[src/rtl/serial_unit_pkg.sv]
package serial_unit_pkg;
    // ------------------------------------------------------------
    // register map (byte addresses)
    // ------------------------------------------------------------
    localparam logic [7:0] status_addr = 8'h00;
    localparam logic [7:0] control_addr = 8'h04;
    localparam logic [7:0] pins_addr = 8'h08;
    localparam logic [7:0] data_addr = 8'h0c;
    localparam logic [7:0] global_addr = 8'h10;
    // status fields
    localparam int start_bit = 7;
    localparam int ovf_bit = 6;
    localparam int stop_bit = 5;
    localparam int coll_bit = 4;
    localparam int cnt_msb = 3;
    // control fields
    localparam int sie_bit = 7;
    localparam int oie_bit = 6;
    localparam int wm_msb = 5;
    localparam int wm_lsb = 4;
    localparam int cs_msb = 3;
    localparam int cs_lsb = 2;
    localparam int clk_bit = 1;
    localparam int tgl_bit = 0;
    // pins register: port bits low, direction bits high
    localparam int port_lsb = 0;
    localparam int ddr_lsb = 4;
    localparam int gie_bit = 0;
    // pin index inside port and direction groups
    localparam int pin_do = 0;
    localparam int pin_sda = 1;
    localparam int pin_scl = 2;
    localparam int npins = 3;
    // wire modes and clock sources
    localparam logic [1:0] wm_none = 2'h0;
    localparam logic [1:0] wm_three = 2'h1;
    localparam logic [1:0] wm_two_hold = 2'h3;
    localparam logic [1:0] cs_soft = 2'h0;
    localparam logic [1:0] cs_timer = 2'h1;
    localparam logic [1:0] cs_ext_pos = 2'h2;
    localparam logic [3:0] cnt_max = 4'hf;
    localparam logic [7:0] reset_byte = 8'h00;
    localparam logic [2:0] reset_pins = 3'h0;
endpackage

[src/rtl/serial_unit_status_control.sv]
// The placing of the registers and the APB register port were left to the implementer.
`timescale 1ns/1ps
// Behaviour
// - two-wire start condition sets start flag
// - other modes: counter increment sets start flag
// - start irq when flag, enable, global set
// - write one clears start flag, releases hold
// - start irq wakes from any sleep
// - counter wrap 15 to 0 sets overflow
// - overflow irq when flag, enable, global set
// - write one clears overflow, releases hold
// - overflow irq wakes from idle only
// - two-wire stop sets stop flag, no irq
// - collision bit: shift msb differs from pin
// - counter readable and writable in status
// - counter increments on selected clock source
// - external source plus strobe: toggle clocks counter
// - external clock drives counter in every mode
// - pending flag interrupts once enabled
// - wire mode changes outputs and the start and stop flag sources
// - mode none: pins behave as port pins
// - three-wire: shift msb replaces port bit
// - two-wire data pulled low, pull-ups off
// - two-wire clock low, held after start
// - two-wire mode 11 also holds clock after overflow
// - soft source: strobe shifts and counts
module serial_unit_status_control
    import serial_unit_pkg::*;
(
    input wire logic pclk,
    input wire logic presetn,
    input wire logic psel,
    input wire logic penable,
    input wire logic pwrite,
    input wire logic [7:0] paddr,
    input wire logic [31:0] pwdata,
    output logic [31:0] prdata,
    output logic pready,
    output logic pslverr,
    input wire logic timer_match,
    input wire logic sleep_idle,
    input wire logic serial_in_pin,
    input wire logic serial_clock_pin,
    output logic irq_start,
    output logic irq_overflow,
    output logic wake_req,
    output logic data_out,
    output logic data_oe_n,
    output logic sda_out,
    output logic sda_oe_n,
    output logic scl_out,
    output logic scl_oe_n,
    output logic [2:0] pullup_en
);
    // ------------------------------------------------------------
    // state
    // ------------------------------------------------------------
    typedef struct packed {
        logic sda_s1, sda_s2, sda_d;
        logic scl_s1, scl_s2, scl_d;
        logic start_f, ovf_f, stop_f, start_hold, ovf_hold;
        logic [3:0] cnt;
        logic [7:0] shift;
        logic sie, oie, gie, clk_sel;
        logic [1:0] wm, cs;
        logic [2:0] port, ddr;
        logic [31:0] rdata;
        logic err, rdy, irq_s, irq_o, wake;
        logic dout, doe_n, sout, soe_n, cout, coe_n;
        logic [2:0] pu;
    } state_t;

    state_t r, n;
    logic wr, rd_setup, wr_stat, wr_ctrl, wr_data;
    logic [1:0] cs_e;
    logic clk_sel_e, strobe, toggle, inc, shift_clk;
    logic scl_rise, scl_fall, scl_edge, start_det, stop_det;
    logic wrap, two_wire, clr_start, clr_ovf;
    logic [7:0] stat_rd;

    // ------------------------------------------------------------
    // next state
    // ------------------------------------------------------------
    always_comb begin
        n = r;
        wr = psel && penable && pwrite;
        rd_setup = psel && !penable;
        wr_stat = wr && paddr == status_addr;
        wr_ctrl = wr && paddr == control_addr;
        wr_data = wr && paddr == data_addr;
        two_wire = r.wm[1];
        // pins pass two flops; only the second and later are read
        n.sda_s1 = serial_in_pin;
        n.sda_s2 = r.sda_s1;
        n.sda_d = r.sda_s2;
        n.scl_s1 = serial_clock_pin;
        n.scl_s2 = r.scl_s1;
        n.scl_d = r.scl_s2;
        scl_rise = r.scl_s2 && !r.scl_d;
        scl_fall = !r.scl_s2 && r.scl_d;
        scl_edge = scl_rise || scl_fall;
        // bus conditions: data moves while clock stays high
        start_det = !r.sda_s2 && r.sda_d && r.scl_s2 && r.scl_d;
        stop_det = r.sda_s2 && !r.sda_d && r.scl_s2 && r.scl_d;
        // strobes use the source being written with them
        cs_e = wr_ctrl ? pwdata[cs_msb:cs_lsb] : r.cs;
        clk_sel_e = wr_ctrl ? pwdata[clk_bit] : r.clk_sel;
        strobe = wr_ctrl && pwdata[clk_bit];
        toggle = wr_ctrl && pwdata[tgl_bit];
        // counter clock; scl is sampled in every wire mode
        case (cs_e)
            cs_soft: inc = strobe;
            cs_timer: inc = timer_match;
            default: inc = clk_sel_e ? toggle : scl_edge;
        endcase
        // shift clock: external sources use one edge only
        case (cs_e)
            cs_soft: shift_clk = strobe;
            cs_timer: shift_clk = timer_match;
            cs_ext_pos: shift_clk = scl_rise;
            default: shift_clk = scl_fall;
        endcase
        wrap = inc && r.cnt == cnt_max;
        // a cpu write to the counter wins over a count
        if (wr_stat) begin
            n.cnt = pwdata[cnt_msb:0];
        end else if (inc) begin
            n.cnt = r.cnt + 4'h1;
        end
        // a cpu write to the shift register wins over a shift
        if (wr_data) begin
            n.shift = pwdata[7:0];
        end else if (shift_clk) begin
            n.shift = {r.shift[6:0], r.sda_s2};
        end
        // flags: hardware set wins over the clearing write
        clr_start = wr_stat && pwdata[start_bit];
        clr_ovf = wr_stat && pwdata[ovf_bit];
        n.start_f = (r.start_f && !clr_start)
            || (two_wire ? start_det : inc);
        n.ovf_f = (r.ovf_f && !clr_ovf) || wrap;
        n.stop_f = (r.stop_f && !(wr_stat && pwdata[stop_bit]))
            || (two_wire && stop_det);
        // clock holds live only in two-wire modes
        n.start_hold = two_wire && n.start_f
            && (r.start_hold || scl_fall);
        n.ovf_hold = r.wm == wm_two_hold && n.ovf_f
            && (r.ovf_hold || wrap);
        // control and local registers
        if (wr_ctrl) begin
            n.sie = pwdata[sie_bit];
            n.oie = pwdata[oie_bit];
            n.wm = pwdata[wm_msb:wm_lsb];
            n.cs = pwdata[cs_msb:cs_lsb];
            n.clk_sel = pwdata[clk_bit];
        end
        if (wr && paddr == pins_addr) begin
            n.port = pwdata[port_lsb +: npins];
            n.ddr = pwdata[ddr_lsb +: npins];
        end
        // toggle flips the clock port bit whatever the mode
        if (toggle) begin
            n.port[pin_scl] = !n.port[pin_scl];
        end
        if (wr && paddr == global_addr) begin
            n.gie = pwdata[gie_bit];
        end
        // status read; strobe bits read as zero
        stat_rd = {r.start_f, r.ovf_f, r.stop_f,
            r.shift[7] != r.sda_s2, r.cnt};
        // read data is latched in setup, so zero wait states
        n.rdy = 1'b1;
        if (rd_setup) begin
            n.err = 1'b0;
            case (paddr)
                status_addr: n.rdata = {24'h0, stat_rd};
                control_addr: n.rdata = {24'h0, r.sie, r.oie, r.wm,
                    r.cs, 2'h0};
                pins_addr: n.rdata = {25'h0, r.ddr, 1'b0, r.port};
                data_addr: n.rdata = {24'h0, r.shift};
                global_addr: n.rdata = {31'h0, r.gie};
                default: begin
                    n.rdata = 32'h0;
                    n.err = 1'b1;
                end
            endcase
        end
        // interrupt levels follow flags, so pending ones fire at once
        n.irq_s = r.start_f && r.sie && r.gie;
        n.irq_o = r.ovf_f && r.oie && r.gie;
        n.wake = n.irq_s || (n.irq_o && sleep_idle);
        // pins: wire mode touches only the output side
        n.dout = r.port[pin_do];
        n.doe_n = !r.ddr[pin_do];
        n.sout = r.port[pin_sda];
        n.soe_n = !r.ddr[pin_sda];
        n.cout = r.port[pin_scl];
        n.coe_n = !r.ddr[pin_scl];
        n.pu = r.port & ~r.ddr;
        if (r.wm == wm_three) begin
            n.dout = r.shift[7];
        end else if (two_wire) begin
            // open drain: drive low or release
            n.sout = 1'b0;
            n.soe_n = !(r.ddr[pin_sda]
                && (!r.shift[7] || !r.port[pin_sda]));
            n.cout = 1'b0;
            n.coe_n = !(r.ddr[pin_scl] && (!r.port[pin_scl]
                || r.start_hold || r.ovf_hold));
            n.pu = reset_pins;
        end
    end

    // ------------------------------------------------------------
    // registers
    // ------------------------------------------------------------
    always_ff @(posedge pclk or negedge presetn) begin
        if (!presetn) begin
            r <= '0;
            r.sda_s1 <= 1'b1;
            r.sda_s2 <= 1'b1;
            r.sda_d <= 1'b1;
            r.scl_s1 <= 1'b1;
            r.scl_s2 <= 1'b1;
            r.scl_d <= 1'b1;
            r.doe_n <= 1'b1;
            r.soe_n <= 1'b1;
            r.coe_n <= 1'b1;
        end else begin
            r <= n;
        end
    end

    // outputs straight from flops
    assign prdata = r.rdata;
    assign pready = r.rdy;
    assign pslverr = r.err;
    assign irq_start = r.irq_s;
    assign irq_overflow = r.irq_o;
    assign wake_req = r.wake;
    assign data_out = r.dout;
    assign data_oe_n = r.doe_n;
    assign sda_out = r.sout;
    assign sda_oe_n = r.soe_n;
    assign scl_out = r.cout;
    assign scl_oe_n = r.coe_n;
    assign pullup_en = r.pu;

    // ------------------------------------------------------------
    // checks
    // ------------------------------------------------------------
    a_start_two_wire: assert property (
        @(posedge pclk) disable iff (!presetn)
        r.wm[1] && start_det |=> r.start_f)
        else $error("start condition did not set flag");
    a_start_on_count: assert property (
        @(posedge pclk) disable iff (!presetn)
        !r.wm[1] && inc |=> r.start_f)
        else $error("count did not set start flag");
    a_start_irq_level: assert property (
        @(posedge pclk) disable iff (!presetn)
        irq_start == $past(r.start_f && r.sie && r.gie))
        else $error("start irq does not follow flag");
    a_start_clear: assert property (
        @(posedge pclk) disable iff (!presetn)
        r.start_f && !clr_start |=> r.start_f)
        else $error("start flag lost without clear");
    a_ovf_wrap: assert property (
        @(posedge pclk) disable iff (!presetn)
        inc && !wr_stat && r.cnt == cnt_max |=> r.ovf_f && r.cnt == '0)
        else $error("wrap did not set overflow");
    a_ovf_wake_idle: assert property (
        @(posedge pclk) disable iff (!presetn)
        wake_req && !irq_start |-> irq_overflow && $past(sleep_idle))
        else $error("wake without pending irq");
    a_stop_set: assert property (
        @(posedge pclk) disable iff (!presetn)
        r.wm[1] && stop_det |=> r.stop_f)
        else $error("stop flag not set");
    a_cnt_write: assert property (
        @(posedge pclk) disable iff (!presetn)
        wr_stat |=> r.cnt == $past(pwdata[cnt_msb:0]))
        else $error("counter write lost");
    a_scl_hold: assert property (
        @(posedge pclk) disable iff (!presetn)
        r.wm[1] && r.ddr[pin_scl] && r.start_hold |=> !scl_oe_n && !scl_out)
        else $error("clock not held after start");
    a_pullup_off: assert property (
        @(posedge pclk) disable iff (!presetn)
        r.wm[1] |=> pullup_en == 3'h0)
        else $error("pull-ups on in two-wire mode");
    // flag clearing, interrupt and wake levels
    a_start_release: assert property (
        @(posedge pclk) disable iff (!presetn)
        clr_start && !(two_wire ? start_det : inc) |=> !r.start_f)
        else $error("start flag kept after clear");
    a_ovf_keep: assert property (
        @(posedge pclk) disable iff (!presetn)
        r.ovf_f && !clr_ovf |=> r.ovf_f)
        else $error("overflow flag lost without clear");
    a_ovf_irq_level: assert property (
        @(posedge pclk) disable iff (!presetn)
        irq_overflow == $past(r.ovf_f && r.oie && r.gie))
        else $error("overflow irq does not follow flag");
    a_irq_from_flags: assert property (
        @(posedge pclk) disable iff (!presetn)
        irq_start || irq_overflow |-> $past(r.start_f || r.ovf_f))
        else $error("irq without start or overflow flag");
    a_wake_start: assert property (
        @(posedge pclk) disable iff (!presetn)
        irq_start |-> wake_req)
        else $error("start irq did not request wake");
    // counter clock paths
    a_soft_strobe: assert property (
        @(posedge pclk) disable iff (!presetn)
        cs_e == cs_soft && strobe |=> r.cnt == $past(r.cnt) + 4'h1)
        else $error("soft strobe did not count");
    a_scl_count: assert property (
        @(posedge pclk) disable iff (!presetn)
        cs_e == cs_ext_pos && !clk_sel_e && scl_edge && !wr_stat
            |=> r.cnt == $past(r.cnt) + 4'h1)
        else $error("clock pin edge did not count");
    a_toggle_count: assert property (
        @(posedge pclk) disable iff (!presetn)
        cs_e != cs_soft && cs_e != cs_timer && clk_sel_e |-> inc == toggle)
        else $error("counter not clocked by toggle strobe");
    // pin drive in each wire mode
    a_mode_none_pins: assert property (
        @(posedge pclk) disable iff (!presetn)
        r.wm == wm_none |=> scl_oe_n == !$past(r.ddr[pin_scl])
            && sda_out == $past(r.port[pin_sda]))
        else $error("port pins not plain in mode none");
    a_three_wire_out: assert property (
        @(posedge pclk) disable iff (!presetn)
        r.wm == wm_three |=> data_out == $past(r.shift[7])
            && data_oe_n == !$past(r.ddr[pin_do]))
        else $error("data out not from shift msb");
    a_sda_low: assert property (
        @(posedge pclk) disable iff (!presetn)
        two_wire && r.ddr[pin_sda] && !r.shift[7] |=> !sda_oe_n && !sda_out)
        else $error("data line not pulled low");
    a_ovf_hold: assert property (
        @(posedge pclk) disable iff (!presetn)
        r.wm == wm_two_hold && r.ddr[pin_scl] && r.ovf_hold |=> !scl_oe_n && !scl_out)
        else $error("clock not held after overflow");
endmodule

[config.mk]
export PLATFORM = sky130hd
export DESIGN_NAME = serial_unit_status_control
export DESIGN_NICKNAME = d
export VERILOG_FILES = /design/src/rtl/serial_unit_pkg.sv /design/src/rtl/serial_unit_status_control.sv
export SDC_FILE = /design/constraint.sdc
export NUM_CORES = 1
export LEC_CHECK = 0
export BUFFER_PORTS_ARGS = -buffer_cell sky130_fd_sc_hd__buf_4
export CORE_AREA = 5 5 99 78
export DETAILED_ROUTE_END_ITERATION = 8
export DIE_AREA = 0 0 104 83
export PLACE_DENSITY = 0.72
export SYNTH_ARGS = -nofsm -noshare
export SYNTH_HDL_FRONTEND = slang
export SYNTH_SLANG_ARGS = --single-unit
[constraint.sdc]
create_clock -name pclk -period 1.8 [get_ports pclk]
set_input_delay 0.36 -clock pclk [delete_from_list [all_inputs] [get_ports pclk]]
set_output_delay 0.36 -clock pclk [all_outputs]
set_load 0.02 [all_outputs]
==> impl_summary.log <==
INFO  metric postSynthAreaPerCell = 11.3 µm²
INFO  metric power_switching_share = 23.9%
INFO  metric post_synth_main_area_contributors = sky130_fd_sc_hd__dfrtp_1 (42%), sky130_fd_sc_hd__buf_4 (8.9%), sky130_fd_sc_hd__dfstp_2 (8.0%)
INFO  metric die_x = 104 µm
INFO  metric cts-buffers-inserted = 9
INFO  metric cp_num_buf_inv = 1
INFO  metric post-route-min-period = between 1.5 and 2 ns
INFO  metric ys_async_sr_fraction = 100%
INFO  metric synthesis.area = 0.00295 mm²
INFO  metric timing.max_cap.violations = 0
INFO  metric critical_path_depth = 7
INFO  metric switching_power = 0.728 mW
INFO  metric rsz_0062_raised_after_global_routing = yes
INFO  metric yosys_most_used_dff = sky130_fd_sc_hd__dfrtp_1
INFO  metric violations = setup timing
INFO  metric power.combinational.fraction = approximately 11%
INFO  metric postRouteWirelength = 6.62 mm
INFO  metric min-delay-start = serial_in_pin
INFO  metric totalPowerFinal = 3.05 mW
INFO  metric floorplan.rows = 26
INFO  metric hold_depth = 1
INFO  metric io_buffer_count = 46
INFO  metric final_net_count = 376
INFO  metric layout-drive-gt1-share = 38.0%
INFO  metric cts.root.buffer_cell = sky130_fd_sc_hd__clkbuf_8
INFO  metric floorplan.initialDensity = 44.5%
INFO  metric status = complete, but fails checks
INFO  metric ant_nets = 0
INFO  metric htree_num_levels = 3
INFO  metric power.share.clock = between 40% and 50%
INFO  metric synth_top_area_share = between 40% and 50%
INFO  metric max-vdd-ir-drop = roughly 0.39 mV
INFO  metric total_leakage_power = approximately 1.8 nW
INFO  metric synth_cell_type_count = about 40
INFO  metric crit_path_cell_trace = inv_2, ha_4, mux4_2, nor2_4, a21oi_4, mux2i_1, o21ai_1
INFO  metric endpoint_kind = flip-flop
INFO  metric final_critical_path_setup_slack = -0.0855 ns
INFO  metric antenna_found_initial = 0
INFO  metric power.density_cell_area = 835 mW/mm²
INFO  metric detail_route.drc_violations = 0
INFO  metric area_growth_syn_to_layout = 23.6%
INFO  metric worst_setup_hold_path_clk_slew = 0.07 ns
INFO  metric global_route_wire_length_before_repair = approximately 11 mm
INFO  metric regToRegSetupSlack = -0.09 ns
INFO  metric post-dp-hpwl = 5.01 mm
INFO  metric whs_endpoint = n[81]
INFO  metric worstSetupStartpointType = flip-flop
INFO  metric reg2reg_from = n[77]
INFO  metric detailroute.via_count = between 2k and 2.5k
INFO  metric insertion_delay = between 0.3 and 0.4 ns
INFO  metric setup_viol_count_final = 11
INFO  metric cpMaxStageDelayCell = sky130_fd_sc_hd__dfstp_2
INFO  metric routed_via_density = 5.04
INFO  metric power_frac_seq = 47.0%
INFO  metric drt-wirelength-per-cell = between 15 and 20 µm
INFO  metric grt_start_max_net_pins = 32
INFO  metric tns = -0.597 ns
INFO  metric grt_pass1_vias = 2179
INFO  metric gate_count_post_synth = approximately 260
INFO  metric yosysTopAreaCell = sky130_fd_sc_hd__dfrtp_1
INFO  metric critical_r2r_capture = r[61]
INFO  metric synth-seq-area-share = 50.4%
INFO  metric dr.pass1.iters = 4
INFO  metric fillers = around 600
INFO  metric cp_top_family = multiplexers
INFO  metric cts_tree = yes
INFO  metric worstPathRequired = between 2 and 2.5 ns
INFO  metric hold_class = in2reg
INFO  metric max_freq = 530 MHz
INFO  metric fin_cells = about 410
INFO  metric most_common_cell_in_the_synthesized_netlist = sky130_fd_sc_hd__dfrtp_1
INFO  metric synth_enable_flop_cells = 0
INFO  metric setup.worst_path.class = reg2reg
INFO  metric clk_path_buf_depth = 2
INFO  metric io_pins = 95
INFO  metric reg2regPathDepth = 7
INFO  metric worst-endpoint-arrival = 2.11 ns
INFO  metric clock-sinks = 59
INFO  metric antenna_cells = 0
INFO  metric yosys_register_bits = slightly below 60
INFO  metric power.internal = 2.32 mW
INFO  metric gr-total-overflow = 0
INFO  metric global_route.usage.total = about 16%
INFO  metric fp.dieH = 83 µm
INFO  metric dr.first_iter.drc_count = 110
INFO  metric finalHoldViolCount = 0
INFO  metric place_inst = 395
INFO  metric dieArea = 0.00863 mm²
INFO  metric post_synth_most_frequent_cells = sky130_fd_sc_hd__dfrtp_1 (50), sky130_fd_sc_hd__buf_4 (35), sky130_fd_sc_hd__nand2_1 (21)
INFO  metric critical_path.max_fanout = 8
INFO  metric timing.final.crit_share = 105%
INFO  metric critical_path.max_stage_delay = 0.57 ns
INFO  metric fin_skew = 0.00669 ns
INFO  metric core_area = approximately 0.0066 mm²
INFO  metric place.gp.congestion = 0.828
INFO  metric yosys_warnings = 0
INFO  metric slew_viol_final = 0
## repair_timing
| item | 4_1_cts | 5_1_grt |
|---|---|---|
| resized for setup | 12 | 1 |
| endpoints found under the setup margin | 13 | 15 |
| pin swaps | 3 | 3 |
| hold endpoints to repair | 24 | 0 |
| hold buffers | 1 | 0 |
| buffers inserted | 1 | 0 |
## flip-flops by register name (all words and copies together), names as in the netlist, 3 cells and up
| name | cells |
|---|---|
| r | 33 |
| pullup_en | 3 |
| n | 4 |
| prdata | 8 |
## power groups by stage
stage          clock network, mW  registers [mW]  logic, mW
3_5_place_dp                   0            1.45      0.321
5_1_grt                     1.37            1.44      0.367
2_1_floorplan                  0            1.45      0.207
4_1_cts                     1.31            1.43      0.334
3_3_place_gp                   0            1.45      0.315
6_report                    1.28            1.43      0.331
## worst max path at each step
stage	startpoint	endpoint	slack [ns]
floorplan	paddr[5]	r[46]	0.02
finish	n[77]	r[61]	-0.09
CTS	n[77]	r[67]	-0.09
detailed placement	paddr[5]	r[51]	-0.18
global route	r[77]	r[72]	-0.18
global placement	paddr[5]	r[49]	-0.15
## placed cells by master, fill, tap and decap left out, drive strengths merged, types with 2 or more instances in the layout
cell	count
mux2	17
o21ai	14
nand3	6
o31ai	2
nor2b	7
a22o	8
or4b	2
and3	7
ha	3
xor2	4
buf	72
conb	25
dfrtp	50
dfstp	9
a21oi	9
nor2	16
nand2	21
o211ai	2
inv	6
clkbuf	15
mux2i	13
mux4	5
nor4	2
a32oi	2
## worst register-to-register path, delay by kind of cell (launching register included)
family | cells | cell delay [ns]
and+or+nand+nor | 1 | 0.13
muxes | 2 | 0.69
DFF | 1 | 0.57
buffers and inverters | 1 | 0.05
adders and majority gates | 1 | 0.15
AOI/OAI and AO/OA | 2 | 0.18
## logic make-up (layout without fill, tap and decap cells)
logic type                 after synthesis  after routing  share of synthesized area [%]
other                                    2             25                          0.254
adders and majority gates                3              3                           1.27
and+or+nand+nor                         66             66                           11.4
AOI/OAI and AO/OA                       41             41                           9.36
muxes                                   35             35                           14.7
xor gates and xnor gates                 5              5                           1.48
DFF                                     59             59                           50.4
buffers and inverters                   50             95                           11.1
## per-layer routing
metal	share of wire (%)	GRT usage (%)
met2	46	24.7
met3	7.2	5.35
met4	1.4	5.41
met5	0	0
met1	45	21.6
## through the flow
stage               area [µm²]  hold WS, ns  setup slack (ns)  util [%]
floorplan                 3050       0.0644            0.0180         -
detailed placement        3390        0.307            -0.185      51.2
global placement          3390        0.310            -0.150      51.2
global route              3650        0.114            -0.176      55.0
CTS                       3650        0.114           -0.0870      55.0
finish                    3650        0.130           -0.0855      55.0
## layout make-up
type / count / area (µm²) / share of cell area, %
flip-flops and latches: 59 / 1490 / 40.8
multi-input cells: 175 / 1250 / 34.4
inverters: 6 / 22.5 / 0.617
well taps: 84 / 105 / 2.88
clock buffers: 15 / 186 / 5.11
repair buffers: 73 / 563 / 15.4
clock inverters: 1 / 30.0 / 0.823
(Power assumes the default switching activity.)
